--- config.mk ---
export PLATFORM = sky130hd
export DESIGN_NAME = cpu_exception_entry_unit
export DESIGN_NICKNAME = d
export VERILOG_FILES = /design/src/exc_pkg.sv /design/src/cpu_exception_entry_unit.sv
export SDC_FILE = /design/constraint.sdc
export NUM_CORES = 1
export LEC_CHECK = 0
export ABC_AREA = 1
export BUFFER_PORTS_ARGS = -buffer_cell sky130_fd_sc_hd__clkbuf_2
export CORE_ASPECT_RATIO = 1.2
export CORE_MARGIN = 3
export CORE_UTILIZATION = 50
export DETAILED_ROUTE_END_ITERATION = 10
export GPL_TIMING_DRIVEN = 0
export HOLD_SLACK_MARGIN = 0.06
export MAX_ROUTING_LAYER = met4
export PLACE_DENSITY = 0.78
export SETUP_SLACK_MARGIN = 0.5
export SKIP_LAST_GASP = 1
export SYNTH_ARGS = -nofsm -noshare
export SYNTH_HDL_FRONTEND = slang
export SYNTH_SLANG_ARGS = --single-unit
--- constraint.sdc ---
create_clock -name clk_sys -period 3.74 [get_ports clk_sys]
set_input_delay 0.187 -clock clk_sys [delete_from_list [all_inputs] [get_ports clk_sys]]
set_output_delay 0.187 -clock clk_sys [all_outputs]
set_load 0.01 [all_outputs]
--- src/exc_pkg.sv ---
// Purpose: Shared constants and types of the exception entry unit.
// Assumes: 32-bit APB register bus, one aligned word per register.
// Notes: Cause codes follow the customary five-bit encodings.
package exc_pkg;

    // ************************************************************
    // Register map
    // ************************************************************
    localparam logic [7:0] OFS_STATUS = 8'h00;
    localparam logic [7:0] OFS_CAUSE = 8'h04;
    localparam logic [7:0] OFS_RESTART = 8'h08;
    localparam logic [7:0] OFS_VECTOR = 8'h0C;
    localparam logic [7:0] OFS_EVT_STAT = 8'h10;
    localparam logic [7:0] OFS_EVT_MASK = 8'h14;

    // ************************************************************
    // Field positions
    // ************************************************************
    localparam int ST_CU_LSB = 28;
    localparam int ST_IM_LSB = 8;
    localparam int CA_BD_BIT = 31;
    localparam int CA_CE_LSB = 28;
    localparam int CA_HW_LSB = 10;
    localparam int CA_SW_LSB = 8;
    localparam int CA_CODE_LSB = 2;

    // ************************************************************
    // Reset values
    // ************************************************************
    localparam logic [31:0] GENERAL_VECTOR_RST = 32'h80000080;
    localparam logic [3:0] CU_RST = 4'h0;
    localparam logic [7:0] IM_RST = 8'h00;
    localparam logic [5:0] KSTACK_RST = 6'h00;
    localparam logic [6:0] EVT_MASK_RST = 7'h00;

    // ************************************************************
    // Cause codes
    // ************************************************************
    localparam logic [4:0] interrupt_code = 5'h00;
    localparam logic [4:0] fetch_bus_err_code = 5'h06;
    localparam logic [4:0] data_bus_err_code = 5'h07;
    localparam logic [4:0] breakpoint_code = 5'h09;
    localparam logic [4:0] reserved_instr_code = 5'h0A;
    localparam logic [4:0] coproc_unusable_code = 5'h0B;
    localparam logic [4:0] overflow_code = 5'h0C;

    // Event status bit positions.
    localparam int EV_INT = 0;
    localparam int EV_FBE = 1;
    localparam int EV_DBE = 2;
    localparam int EV_BRK = 3;
    localparam int EV_RSV = 4;
    localparam int EV_CPU = 5;
    localparam int EV_OVF = 6;

    // Instruction encodings.
    localparam logic [5:0] OP_SPECIAL = 6'h00;
    localparam logic [5:0] OP_ADDI = 6'h08;
    localparam logic [5:0] FN_BREAK = 6'h0D;
    localparam logic [5:0] FN_ADD = 6'h20;
    localparam logic [5:0] FN_SUB = 6'h22;
    localparam logic [3:0] OP_COPZ = 4'h4;
    localparam logic [3:0] OP_LWCZ = 4'hC;
    localparam logic [3:0] OP_SWCZ = 4'hE;

    typedef struct packed {
        logic valid;
        logic [31:0] instr;
        logic [31:0] pc;
        logic inDelaySlot;
        logic [31:0] branchPc;
        logic [31:0] opA;
        logic [31:0] opB;
    } exec_req_t;

    typedef struct packed {
        logic taken;
        logic [31:0] target;
        logic [4:0] code;
    } redirect_t;

endpackage

--- src/cpu_exception_entry_unit.sv ---
// Purpose: Exception detection and entry for a 32-bit RISC core, with its status/cause registers on APB.
// Assumes: One instruction in the execute stage per cycle; bus error and interrupt pins are asynchronous.
// Notes: Entry completes in one cycle; the redirect is registered and lasts one cycle.
`timescale 1ns/1ps

module cpu_exception_entry_unit (
    input wire logic clk_sys,
    input wire logic resetn,
    input wire exc_pkg::exec_req_t exReq,
    input wire logic busErr,
    input wire logic busReadActive,
    input wire logic busRefIsFetch,
    input wire logic [5:0] hwIntReq,
    input wire logic psel,
    input wire logic penable,
    input wire logic pwrite,
    input wire logic [31:0] paddr,
    input wire logic [31:0] pwdata,
    output logic [31:0] prdata,
    output logic pready,
    output logic pslverr,
    output exc_pkg::redirect_t redirect,
    output logic curKernelUser,
    output logic irq
);

    // ************************************************************
    // Pin synchronisers
    // ************************************************************
    logic [6:0] pinMeta_q;
    logic [6:0] pinSync_q;
    logic busErrSync;
    logic [5:0] hwPending;

    always_ff @(posedge clk_sys or negedge resetn) begin
        if (!resetn) begin
            pinMeta_q <= 7'h00;
            pinSync_q <= 7'h00;
        end else begin
            pinMeta_q <= {busErr, hwIntReq};
            pinSync_q <= pinMeta_q;
        end
    end

    assign busErrSync = pinSync_q[6];
    // Hardware pending simply mirrors the request level; the source must hold it.
    assign hwPending = pinSync_q[5:0];

    // ************************************************************
    // Architectural state
    // ************************************************************
    logic [3:0] coprocUsable_q;
    logic [7:0] interrupt_mask_field_q;
    logic [5:0] kstack_q;
    logic delaySlot_q;
    logic [1:0] coprocErr_q;
    logic [1:0] swPending_q;
    logic [4:0] causeCode_q;
    logic [31:0] restartAddr_q;
    logic [31:0] vector_q;
    logic [6:0] evtStat_q;
    logic [6:0] evtMask_q;
    exc_pkg::redirect_t redirect_q;

    // ************************************************************
    // Instruction decode
    // ************************************************************
    logic [5:0] opc;
    logic [5:0] fnc;
    logic [1:0] cpNum;
    logic isSpecial;
    logic isCoproc;
    logic opDefined;
    logic fnDefined;

    assign opc = exReq.instr[31:26];
    assign fnc = exReq.instr[5:0];
    assign isSpecial = opc == exc_pkg::OP_SPECIAL;
    assign cpNum = opc[1:0];
    assign isCoproc = opc[5:2] == exc_pkg::OP_COPZ || opc[5:2] == exc_pkg::OP_LWCZ
                      || opc[5:2] == exc_pkg::OP_SWCZ;

    function automatic logic primaryDefined(input logic [5:0] op);
        unique case (op) inside
            [6'h00:6'h13], [6'h20:6'h26], [6'h28:6'h2B], 6'h2E, [6'h30:6'h33], [6'h38:6'h3B]: primaryDefined = 1'b1;
            default: primaryDefined = 1'b0;
        endcase
    endfunction

    function automatic logic specialDefined(input logic [5:0] fn);
        unique case (fn) inside
            6'h00, 6'h02, 6'h03, 6'h04, 6'h06, 6'h07, 6'h08, 6'h09, 6'h0C, 6'h0D,
            [6'h10:6'h13], [6'h18:6'h1B], [6'h20:6'h27], 6'h2A, 6'h2B: specialDefined = 1'b1;
            default: specialDefined = 1'b0;
        endcase
    endfunction

    assign opDefined = primaryDefined(opc);
    assign fnDefined = specialDefined(fnc);

    // ************************************************************
    // Exception detection
    // ************************************************************
    logic reservedHit;
    logic breakHit;
    logic coprocHit;
    logic ovfHit;
    logic fetchBusHit;
    logic dataBusHit;
    logic intHit;
    logic [32:0] addSum;
    logic [32:0] subDiff;
    logic addOvf;
    logic subOvf;
    logic cpAllowed;
    logic [7:0] intPending;

    // Undefined primary opcode, or special class with undefined function.
    assign reservedHit = exReq.valid && (!opDefined || (isSpecial && !fnDefined));
    // Only opcode and function select the breakpoint; bits 25..6 are never looked at.
    assign breakHit = exReq.valid && isSpecial && fnc == exc_pkg::FN_BREAK;
    // System unit is always usable in kernel mode (kernel is a clear mode bit).
    assign cpAllowed = coprocUsable_q[cpNum] || (cpNum == 2'd0 && !kstack_q[1]);
    assign coprocHit = exReq.valid && isCoproc && !cpAllowed;

    assign addSum = {exReq.opA[31], exReq.opA} + {exReq.opB[31], exReq.opB};
    assign subDiff = {exReq.opA[31], exReq.opA} - {exReq.opB[31], exReq.opB};
    assign addOvf = addSum[32] != addSum[31];
    assign subOvf = subDiff[32] != subDiff[31];
    // Signed add, add-immediate and subtract overflow; the unsigned forms never trap.
    assign ovfHit = exReq.valid && (((isSpecial && fnc == exc_pkg::FN_ADD) || opc == exc_pkg::OP_ADDI) && addOvf
                    || (isSpecial && fnc == exc_pkg::FN_SUB) && subOvf);

    // Bus error counts only while a read reference is outstanding.
    assign fetchBusHit = busErrSync && busReadActive && busRefIsFetch;
    assign dataBusHit = busErrSync && busReadActive && !busRefIsFetch;

    // Eight sources: two software, six hardware, each masked, all gated by current enable.
    assign intPending = {hwPending, swPending_q};
    assign intHit = exReq.valid && kstack_q[0] && |(intPending & interrupt_mask_field_q);

    // ************************************************************
    // Priority and cause selection
    // ************************************************************
    // Synchronous faults outrank interrupts, which are the only maskable entry.
    logic takeExc;
    logic [4:0] selCode;
    logic [6:0] evtSet;

    always_comb begin
        selCode = exc_pkg::interrupt_code;
        evtSet = 7'h00;
        if (fetchBusHit) begin
            selCode = exc_pkg::fetch_bus_err_code;
            evtSet[exc_pkg::EV_FBE] = 1'b1;
        end else if (dataBusHit) begin
            selCode = exc_pkg::data_bus_err_code;
            evtSet[exc_pkg::EV_DBE] = 1'b1;
        end else if (reservedHit) begin
            selCode = exc_pkg::reserved_instr_code;
            evtSet[exc_pkg::EV_RSV] = 1'b1;
        end else if (coprocHit) begin
            selCode = exc_pkg::coproc_unusable_code;
            evtSet[exc_pkg::EV_CPU] = 1'b1;
        end else if (breakHit) begin
            selCode = exc_pkg::breakpoint_code;
            evtSet[exc_pkg::EV_BRK] = 1'b1;
        end else if (ovfHit) begin
            selCode = exc_pkg::overflow_code;
            evtSet[exc_pkg::EV_OVF] = 1'b1;
        end else if (intHit) begin
            selCode = exc_pkg::interrupt_code;
            evtSet[exc_pkg::EV_INT] = 1'b1;
        end
    end

    assign takeExc = |evtSet;

    // ************************************************************
    // APB decode
    // ************************************************************
    logic apbSetup;
    logic apbWrite;
    logic hitStatus;
    logic hitCause;
    logic hitRestart;
    logic hitVector;
    logic hitEvtStat;
    logic hitEvtMask;
    logic mapped;
    logic [31:0] statusView;
    logic [31:0] causeView;
    logic [31:0] readMux;

    assign apbSetup = psel && !penable;
    assign apbWrite = psel && penable && pwrite;
    assign hitStatus = paddr == {24'h000000, exc_pkg::OFS_STATUS};
    assign hitCause = paddr == {24'h000000, exc_pkg::OFS_CAUSE};
    assign hitRestart = paddr == {24'h000000, exc_pkg::OFS_RESTART};
    assign hitVector = paddr == {24'h000000, exc_pkg::OFS_VECTOR};
    assign hitEvtStat = paddr == {24'h000000, exc_pkg::OFS_EVT_STAT};
    assign hitEvtMask = paddr == {24'h000000, exc_pkg::OFS_EVT_MASK};
    assign mapped = hitStatus || hitCause || hitRestart || hitVector || hitEvtStat || hitEvtMask;

    assign statusView = {coprocUsable_q, 12'h000, interrupt_mask_field_q, 2'b00, kstack_q};
    // Both pending fields are shown live; several bits may stand at once.
    assign causeView = {delaySlot_q, 1'b0, coprocErr_q, 12'h000, hwPending, swPending_q, 1'b0, causeCode_q, 2'b00};

    assign readMux = hitStatus ? statusView :
                     hitCause ? causeView :
                     hitRestart ? restartAddr_q :
                     hitVector ? vector_q :
                     hitEvtStat ? {25'h0000000, evtStat_q} :
                     hitEvtMask ? {25'h0000000, evtMask_q} : 32'h00000000;

    assign pready = 1'b1;
    assign pslverr = psel && penable && !mapped;

    always_ff @(posedge clk_sys or negedge resetn) begin
        if (!resetn) begin
            prdata <= 32'h00000000;
        end else if (apbSetup && !pwrite) begin
            prdata <= readMux;
        end
    end

    // ************************************************************
    // Status register and mode stack
    // ************************************************************
    always_ff @(posedge clk_sys or negedge resetn) begin
        if (!resetn) begin
            coprocUsable_q <= exc_pkg::CU_RST;
            interrupt_mask_field_q <= exc_pkg::IM_RST;
            kstack_q <= exc_pkg::KSTACK_RST;
        end else begin
            if (apbWrite && hitStatus) begin
                coprocUsable_q <= pwdata[exc_pkg::ST_CU_LSB +: 4];
                interrupt_mask_field_q <= pwdata[exc_pkg::ST_IM_LSB +: 8];
                kstack_q <= pwdata[5:0];
            end
            // Entry overrides a same-cycle software write to the stack.
            if (takeExc) begin
                kstack_q <= {kstack_q[3:0], 2'b00};
            end
        end
    end

    // ************************************************************
    // Cause, restart address and redirect
    // ************************************************************
    always_ff @(posedge clk_sys or negedge resetn) begin
        if (!resetn) begin
            delaySlot_q <= 1'b0;
            coprocErr_q <= 2'b00;
            causeCode_q <= 5'h00;
            restartAddr_q <= 32'h00000000;
        end else if (takeExc) begin
            causeCode_q <= selCode;
            // Only the one referenced unit is reported; stale otherwise.
            if (evtSet[exc_pkg::EV_CPU]) begin
                coprocErr_q <= cpNum;
            end
            delaySlot_q <= exReq.inDelaySlot;
            restartAddr_q <= exReq.inDelaySlot ? exReq.branchPc : exReq.pc;
        end
    end

    // Software interrupt bits stay until software writes zero.
    always_ff @(posedge clk_sys or negedge resetn) begin
        if (!resetn) begin
            swPending_q <= 2'b00;
        end else if (apbWrite && hitCause) begin
            swPending_q <= pwdata[exc_pkg::CA_SW_LSB +: 2];
        end
    end

    always_ff @(posedge clk_sys or negedge resetn) begin
        if (!resetn) begin
            vector_q <= exc_pkg::GENERAL_VECTOR_RST;
        end else if (apbWrite && hitVector) begin
            vector_q <= pwdata;
        end
    end

    // Every exception kind lands on the same general vector.
    always_ff @(posedge clk_sys or negedge resetn) begin
        if (!resetn) begin
            redirect_q <= '0;
        end else begin
            redirect_q.taken <= takeExc;
            redirect_q.target <= vector_q;
            redirect_q.code <= selCode;
        end
    end

    assign redirect = redirect_q;
    assign curKernelUser = kstack_q[1];

    // ************************************************************
    // Event status, mask and interrupt line
    // ************************************************************
    // Write one to clear; a same-cycle event keeps its bit set.
    always_ff @(posedge clk_sys or negedge resetn) begin
        if (!resetn) begin
            evtStat_q <= 7'h00;
            evtMask_q <= exc_pkg::EVT_MASK_RST;
        end else begin
            evtStat_q <= (evtStat_q & ~((apbWrite && hitEvtStat) ? pwdata[6:0] : 7'h00)) | evtSet;
            if (apbWrite && hitEvtMask) begin
                evtMask_q <= pwdata[6:0];
            end
        end
    end

    assign irq = |(evtStat_q & evtMask_q);

endmodule

==> results of run 1 <==
-- power groups by stage --
stage | clock network [W] | registers, W | logic [W]
detailed placement | 0 | 0.00222 | 0.000745
global route | 0.00191 | 0.00219 | 0.000877
CTS | 0.00182 | 0.00218 | 0.000779
finish | 0.00181 | 0.00218 | 0.000779
global placement | 0 | 0.00221 | 0.000726
floorplan | 0 | 0.00221 | 0.000434
-- cell usage in the layout, fill, tap and decap left out, types with 3 or more instances in the layout --
master / n
a21oi_1: 70
a221oi_1: 16
a22o_1: 16
buf_2: 3
buf_6: 7
clkbuf_1: 20
clkbuf_16: 17
clkbuf_2: 289
clkinv_8: 5
dfrtp_1: 186
dlygate4sd3_1: 33
ha_1: 62
inv_1: 165
inv_6: 4
inv_8: 3
mux2_2: 46
nand2_1: 320
nand3_1: 27
nand3b_1: 3
nand4_1: 8
nor2_1: 76
nor3_1: 18
nor3_2: 6
o211ai_1: 4
o21a_1: 3
o21ai_0: 117
o21ai_1: 3
o21ai_2: 10
o21bai_1: 4
o221ai_1: 9
o22ai_1: 3
-- sequential cells by signal, summed over array words and instances, names as in the netlist --
name,flops
swPending_q,2
causeCode_q,4
kstack_q,6
prdata,32
interrupt_mask_field_q,8
coprocErr_q,2
restartAddr_q,32
vector_q,32
redirect,37
delaySlot_q,1
pinSync_q,7
evtMask_q,7
evtStat_q,7
pinMeta_q,7
coprocUsable_q,4
-- stage by stage --
step,util (%),setup TNS [ps]
2_1_floorplan,-,0
3_3_place_gp,59.9,-167970
3_5_place_dp,60.1,0
4_1_cts,64.7,0
5_1_grt,64.7,0
6_report,64.7,0
-- cells in the mapped netlist, types with 4 or more instances --
master | instances | area [sq um]
nor3_2 | 6 | 60.1
o21ai_0 | 117 | 586
nor3_1 | 18 | 90.1
o211ai_1 | 4 | 30.0
mux2_2 | 46 | 518
a221oi_1 | 16 | 140
o221ai_1 | 9 | 78.8
inv_1 | 165 | 619
ha_1 | 62 | 776
clkbuf_1 | 20 | 75.1
a22o_1 | 16 | 140
buf_6 | 7 | 78.8
nand3_1 | 27 | 135
o21bai_1 | 4 | 30.0
o21ai_2 | 10 | 87.6
dfrtp_1 | 186 | 4650
nor2_1 | 76 | 285
nand4_1 | 8 | 50.1
nand2_1 | 320 | 1200
a21oi_1 | 70 | 350
-- timing repair --
item | CTS | global route
hold endpoints to repair | 147 | 0
hold buffers | 33 | 0
resized for setup | 0 | 0
-- worst min-delay path: stages --
cell	delay (ps)
clkbuf_2	80
inv_1	100
o21ai_0	100
-- cells by family after synthesis --
group                      Yosys count  synth area share [%]
AOI/OAI and AO/OA                  265                  15.3
adders and majority gates           62                  7.50
other                                2                0.0726
buffers and inverters              204                  8.04
DFF                                188                  45.5
muxes                               46                  5.01
and+or+nand+nor                    469                  18.6
-- final cells by class --
class | count | area (sq um)
multi-input combinational | 844 | 4810
sequential | 188 | 4710
tap | 265 | 332
clock inverter | 14 | 168
timing repair buffer | 324 | 1820
buffer | 34 | 191
clock buffer | 18 | 439
fill | 1649 | 7150
inverter | 170 | 641
-- worst max-delay path by stage --
stage                                                to  cells after the start       from  slack, ps
after floorplan                 delaySlot_q$_DFFE_PN0P_                     17  exReq[22]       1560
after global placement            redirect[3]$_DFF_PN0_                      1     resetn       -920
after detailed placement  restartAddr_q[15]$_DFFE_PN0P_                     17  exReq[30]        940
after CTS                 restartAddr_q[15]$_DFFE_PN0P_                     17  exReq[30]       1380
after global routing      restartAddr_q[15]$_DFFE_PN0P_                     17  exReq[30]       1000
final                     restartAddr_q[16]$_DFFE_PN0P_                     16  exReq[29]       1380
-- per-layer routing --
| metal | global-route usage [%] | vias to the layer above | share of wire (%) |
|---|---|---|---|
| met5 | - | - | 0 |
| met4 | 13.2 | 0 | 4.2 |
| met3 | 5.58 | 93 | 8.2 |
| met2 | 49.1 | 477 | 51 |
| met1 | 30.6 | 4640 | 37 |
| li1 | - | 4751 | - |
==> flow_summary_export.csv, run 1 <==
group,metric,value,unit
status,status,"finished, final reports clean",
hold_path,hold_start,"pwdata[6]",
worst_setup_path,cp_common_cell,"nand3_1",
detailed_routing,wirelength,31300,microns
worst_setup_path,crit_path_end_kind,"flop",
worst_setup_path,worst-path-buf-inv,4,
die,boundaryPins,314,
detailed_routing,drc,0,
yosys,synth-main-ff-cell,"dfrtp_1",
job,maxCapViolations,0,
yosys,synth_cells,1236,
placed_design,pre_cts_slack,937,ps
global_routing,grt_use_total,28.1,%
clock_network,clockRootBuffer,"clkbuf_16",
clock_network,clk_path_buf_depth,2,
final_layout,num_antenna_cells,0,
clock_network,htree_levels,4,
detailed_routing,vias,9961,
worst_setup_path,cp_slowest_cell,"clkbuf_1",
worst_setup_path,rr_worst_depth,11,
detailed_routing,via_per_inst,5.36,
sta,final.setup.worst_slack,1380,ps
die,core_area,20300,sq um
die,die_area,22500,sq um
sta,setup_viol_count_final,0,
final_layout,postLayoutCellArea,13100,sq um
yosys,synth_edf_count,0,
clock_network,cts_setup_buffers,0,
detailed_routing,drt_iter0_drc,692,
yosys,ys_ff_latch,188,
sta,fin_crit_sh,63.2,%
power,power.share.combinational,16.3,%
clock_network,cts_sinks,188,
placed_design,place_area,12200,sq um
clock_network,clk_pin_slew,70,ps
power,finalPower,0.00477,W
yosys,synthesis.nets,1538,
power,p_clk_share,38.0,%
sta,min_period,2360,ps
placed_design,io_buffers,290,
yosys,avgSynthCellArea,8.37,sq um
clock_network,cts_tree,"yes",
global_routing,grt_pass1_wl,47500,microns
sta,slew_viol_final,0,
worst_setup_path,rr_startpoint,"coprocUsable_q[2]$_DFFE_PN0P_",
clock_network,clk_latency,440,ps
yosys,ys_types,48,
placed_design,gp_congestion,0.902,
global_routing,first_global_vias,9797,
final_layout,layout-drive-gt1-share,25.7,%
sta,fin_hold_ws,70.9,ps
sta,worstMarginPinSlew,900,ps
sta,max_freq,423,MHz
power,cellPowerDensity,364,nW/um^2
detailed_routing,dr.pass1.iters,6,
worst_setup_path,critical_path_required,4030,ps
global_routing,grt_max_degree,107,
power,switching_power,0.00140,W
die,rows,57,
worst_setup_path,regToRegEndpoint,"restartAddr_q[16]$_DFFE_PN0P_",
power,p_int,0.00338,W
worst_setup_path,path_class,"primary input to flop",
yosys,ys_warn_count,0,
power,ir_worst_vdd,0.280,mV
worst_setup_path,arrival,2650,ps
die,die_w,137,microns
placed_design,dp.cells,1792,
detailed_routing,final_antenna_net_count,0,
sta,finalHoldViolCount,0,
yosys,ys_seq_area_share,45.5,%
global_routing,antenna_found_initial,0,
hold_path,worstHoldPathCells,3,
hold_path,holdPathEnd,"vector_q[6]$_DFFE_PN0P_",
worst_setup_path,reg2reg_slack,1490,ps
hold_path,min_path_type,"primary input to flop",
clock_network,cts_buffers,17,
sta,rsz0062_at_grt,"false",
final_layout,layout.cells.non_filler,1857,
yosys,post_synth_instance_area,10300,sq um
final_layout,area_growth,26.6,%
power,power_frac_seq,45.7,%
global_routing,grt_overflow_total,0,
sta,maxSlewHeadroom,39.7,%
worst_setup_path,startpoint_type,"primary input",
worst_setup_path,path_max_fanout,10,
worst_setup_path,crit_chain,"clkbuf_2, inv_1, ha_1, inv_1, nand2_1, nor3_1, nand3_1, nor3_2, nand2_1, nand3_1, nand3_1, nand2_2, nand2_4, nand4_2, clkbuf_1, o21ai_0",
placed_design,dp_hpwl,24300,microns
die,start_util,51.1,%
sta,clock_skew,13.6,ps
die,die_y,164,microns
final_layout,nets,1881,
power,swShare,29.3,%
worst_setup_path,path_delay_family,"simple AND/OR/NAND/NOR gates",
worst_setup_path,cpPeakStageDelay,460,ps
power,p_leak,7.11,nW
yosys,synthArstFlopShare,100,%
detailed_routing,wl_per_cell,16.9,microns
Power figures use the tool's default switching activity.
==> run 2, diff against run 1 <==
Settings changed: ABC_AREA 1 to 0.
Clock period 3.74 ns to 2.2 ns, I/O delays scaled along.
==> flow_summary_export.csv, run 2 <==
group,metric,value,unit
sta,slew_viol_final,0,
sta,final.setup.worst_slack,-311,ps
yosys,synth.largest_area_cell,"dfrtp_1",
yosys,synthTopCellsByCount,"dfrtp_1 (186), mux2_2 (91), nand2_1 (76)",
final_layout,final_common_cell,"clkbuf_2",
sta,worstMarginPinSlew,897,ps
yosys,ys_types,73,
yosys,ys_seq_area_share,47.3,%
die,start_util,51.9,%
clock_network,clk_path_buf_depth,2,
final_layout,largest_reg_flops,37,
power,ir_worst_vdd,0.595,mV
global_routing,grt_use_total,28.8,%
yosys,ys_ff_latch,188,
worst_setup_path,arrival,2840,ps
worst_setup_path,path_max_fanout,5,
yosys,synthesis.nets,1155,
detailed_routing,wl_per_cell,21.8,microns
placed_design,io_buffers,288,
sta,min_period,2510,ps
worst_setup_path,worstSetupEndpoint,"restartAddr_q[22]$_DFFE_PN0P_",
power,switching_power,0.00247,W
die,die_w,135,microns
clock_network,clockRootBuffer,"clkbuf_16",
yosys,yosysMostFrequentCell,"dfrtp_1",
sta,finalHoldViolCount,0,
clock_network,htree_levels,4,
die,core_area,19200,sq um
die,rows,55,
yosys,avgSynthCellArea,11.7,sq um
worst_setup_path,path_class,"flop to flop",
sta,maxSlewHeadroom,40.2,%
placed_design,dp_hpwl,21500,microns
global_routing,grt_overflow_total,0,
placed_design,gp_congestion,0.933,
detailed_routing,drc,0,
die,boundaryPins,314,
clock_network,clk_latency,440,ps
power,swShare,28.7,%
hold_path,min_path_type,"primary input to flop",
detailed_routing,dr.pass1.iters,5,
yosys,synth_top_cell_area_share,46.7,%
final_layout,area_growth,46.4,%
final_layout,final_util,75.9,%
worst_setup_path,crit_path_end_kind,"flop",
job,maxCapViolations,0,
worst_setup_path,rr_worst_depth,10,
power,cellPowerDensity,591,nW/um^2
power,power.share.combinational,19.0,%
final_layout,layout-drive-gt1-share,47.2,%
worst_setup_path,regToRegEndpoint,"restartAddr_q[22]$_DFFE_PN0P_",
status,status,"complete, but fails checks",
clock_network,clk_pin_slew,80,ps
detailed_routing,drt_iter0_drc,717,
worst_setup_path,startpoint_type,"flop",
power,p_leak,7.29,nW
detailed_routing,final_antenna_net_count,0,
final_layout,layout.cells.non_filler,1557,
detailed_routing,wirelength,34000,microns
sta,rsz0062_at_grt,"true",
status,failed_checks,"negative setup slack",
yosys,synth_edf_count,0,
yosys,synth_cells,853,
worst_setup_path,rr_startpoint,"interrupt_mask_field_q[7]$_DFFE_PN0P_",
sta,max_freq,398,MHz
global_routing,antenna_found_initial,1,
power,finalPower,0.00861,W
sta,fin_crit_sh,114,%
sta,setup_viol_count_final,47,
worst_setup_path,reg2reg_slack,-310,ps
yosys,synthArstFlopShare,100,%
placed_design,dp.cells,1398,
die,die_area,21700,sq um
detailed_routing,vias,9024,
power,p_clk_share,37.3,%
detailed_routing,via_per_inst,5.80,
clock_network,cts_sinks,188,
yosys,synth.area.top_cells,"dfrtp_1 (47%), mux2_2 (10%), ha_1 (7.8%)",
worst_setup_path,crit_path_start,"interrupt_mask_field_q[7]$_DFFE_PN0P_",
sta,clock_skew,15.2,ps
die,die_y,161,microns
yosys,ys_warn_count,0,
global_routing,grt_max_degree,111,
global_routing,first_global_vias,9145,
final_layout,final_cell_mix,"clkbuf_2 (283), dfrtp_1 (186), mux2_2 (86)",
worst_setup_path,critical_path_required,2520,ps
clock_network,cts_buffers,17,
yosys,synth-main-ff-cell,"dfrtp_1",
clock_network,cts_tree,"yes",
yosys,post_synth_instance_area,9960,sq um
global_routing,grt_pass1_wl,47600,microns
power,p_int,0.00614,W
final_layout,nets,1589,
power,power_frac_seq,43.7,%
-- run 2: cell count changes after synthesis, sizes merged, moves of 8 or more --
| cell | previous run | this run |
|---|---|---|
| a21oi | 70 | 31 |
| a22o | 16 | 4 |
| inv | 168 | 50 |
| mux2 | 46 | 139 |
| mux2i | 0 | 22 |
| nand2 | 322 | 76 |
| nand3 | 27 | 16 |
| nor2 | 77 | 23 |
| nor3 | 24 | 11 |
| nor4 | 2 | 12 |
| o21ai | 130 | 37 |
| o221ai | 9 | 1 |
| o31ai | 2 | 19 |
-- run 2: worst min path at each step --
stage | end | start | slack (ps) | cells past startpoint
finish | restartAddr_q[29]$_DFFE_PN0P_ | exReq[126] | 60 | 3
global route | restartAddr_q[20]$_DFFE_PN0P_ | exReq[84] | 60 | 3
CTS | restartAddr_q[24]$_DFFE_PN0P_ | exReq[121] | 60 | 3
detailed placement | prdata[21]$_DFFE_PN0P_ | resetn | 180 | 1
global placement | pinMeta_q[5]$_DFF_PN0_ | hwIntReq[5] | 220 | 1
floorplan | causeCode_q[0]$_DFFE_PN0P_ | resetn | -190 | 0
-- run 2: power by group through the flow --
stage | registers, W | logic (W) | clock network (W)
after global routing | 0.00378 | 0.00176 | 0.00337
after global placement | 0.00380 | 0.00126 | 0
after floorplan | 0.00378 | 0.000768 | 0
final | 0.00377 | 0.00163 | 0.00321
after CTS | 0.00374 | 0.00151 | 0.00316
after detailed placement | 0.00381 | 0.00130 | 0
-- run 2: timing repair --
item,4_1_cts,5_1_grt
pin swaps,12,25
endpoints found under the setup margin,73,131
endpoints found under the hold margin,168,1
hold buffers,75,1
buffers inserted,23,18
cloned,2,7
resized for setup,40,83
-- run 2: routing by layer --
metal	up-vias	track usage (%)	routed length, microns
met5	-	-	0
met4	0	12.7	1560
met3	110	5.39	2470
met2	513	49.9	17500
met1	4415	32.1	12500
li1	3986	-	-
-- run 2: layout make-up --
class / instances / area (sq um)
fillers: 1087 / 4620
clock inverters: 15 / 190
diodes: 1 / 2.50
multi-input cells: 577 / 5480
repair buffers: 415 / 2930
plain buffers: 37 / 334
clock buffers: 17 / 425
inverters: 51 / 194
well taps: 256 / 320
flip-flops and latches: 188 / 4710
-- run 2: cells by family after synthesis --
kind of cell | Yosys count | synth area share (%)
compound gates | 161 | 11.2
xor+xnor | 1 | 0.0879
fa+ha+maj | 62 | 7.79
buf+inv | 88 | 4.08
flops | 188 | 47.3
mux | 162 | 19.5
other cells | 2 | 0.0754
simple gates | 189 | 10.0
-- run 2: per-stage QoR --
step           setup slack, ps  area (sq um)  setup TNS [ps]  hold slack, ps
4_1_cts                   -287         13900           -9780            60.8
5_1_grt                   -358         14600          -13630            63.0
6_report                  -311         14600          -11170            56.1
3_5_place_dp              -729         12100          -35590             182
3_3_place_gp             -2410         12000         -482040             219
2_1_floorplan             -308         10300          -11360            -186
-- run 2: critical path, cell delays in order, from the launching register on --
cell       delay [ps]
dfrtp_1           430
a22oi_2           260
nand4_1           250
nand3_2           160
inv_1              80
nor4_4            200
o311a_1           270
o21ai_4           130
buf_12            170
clkbuf_16         160
mux2_4            290
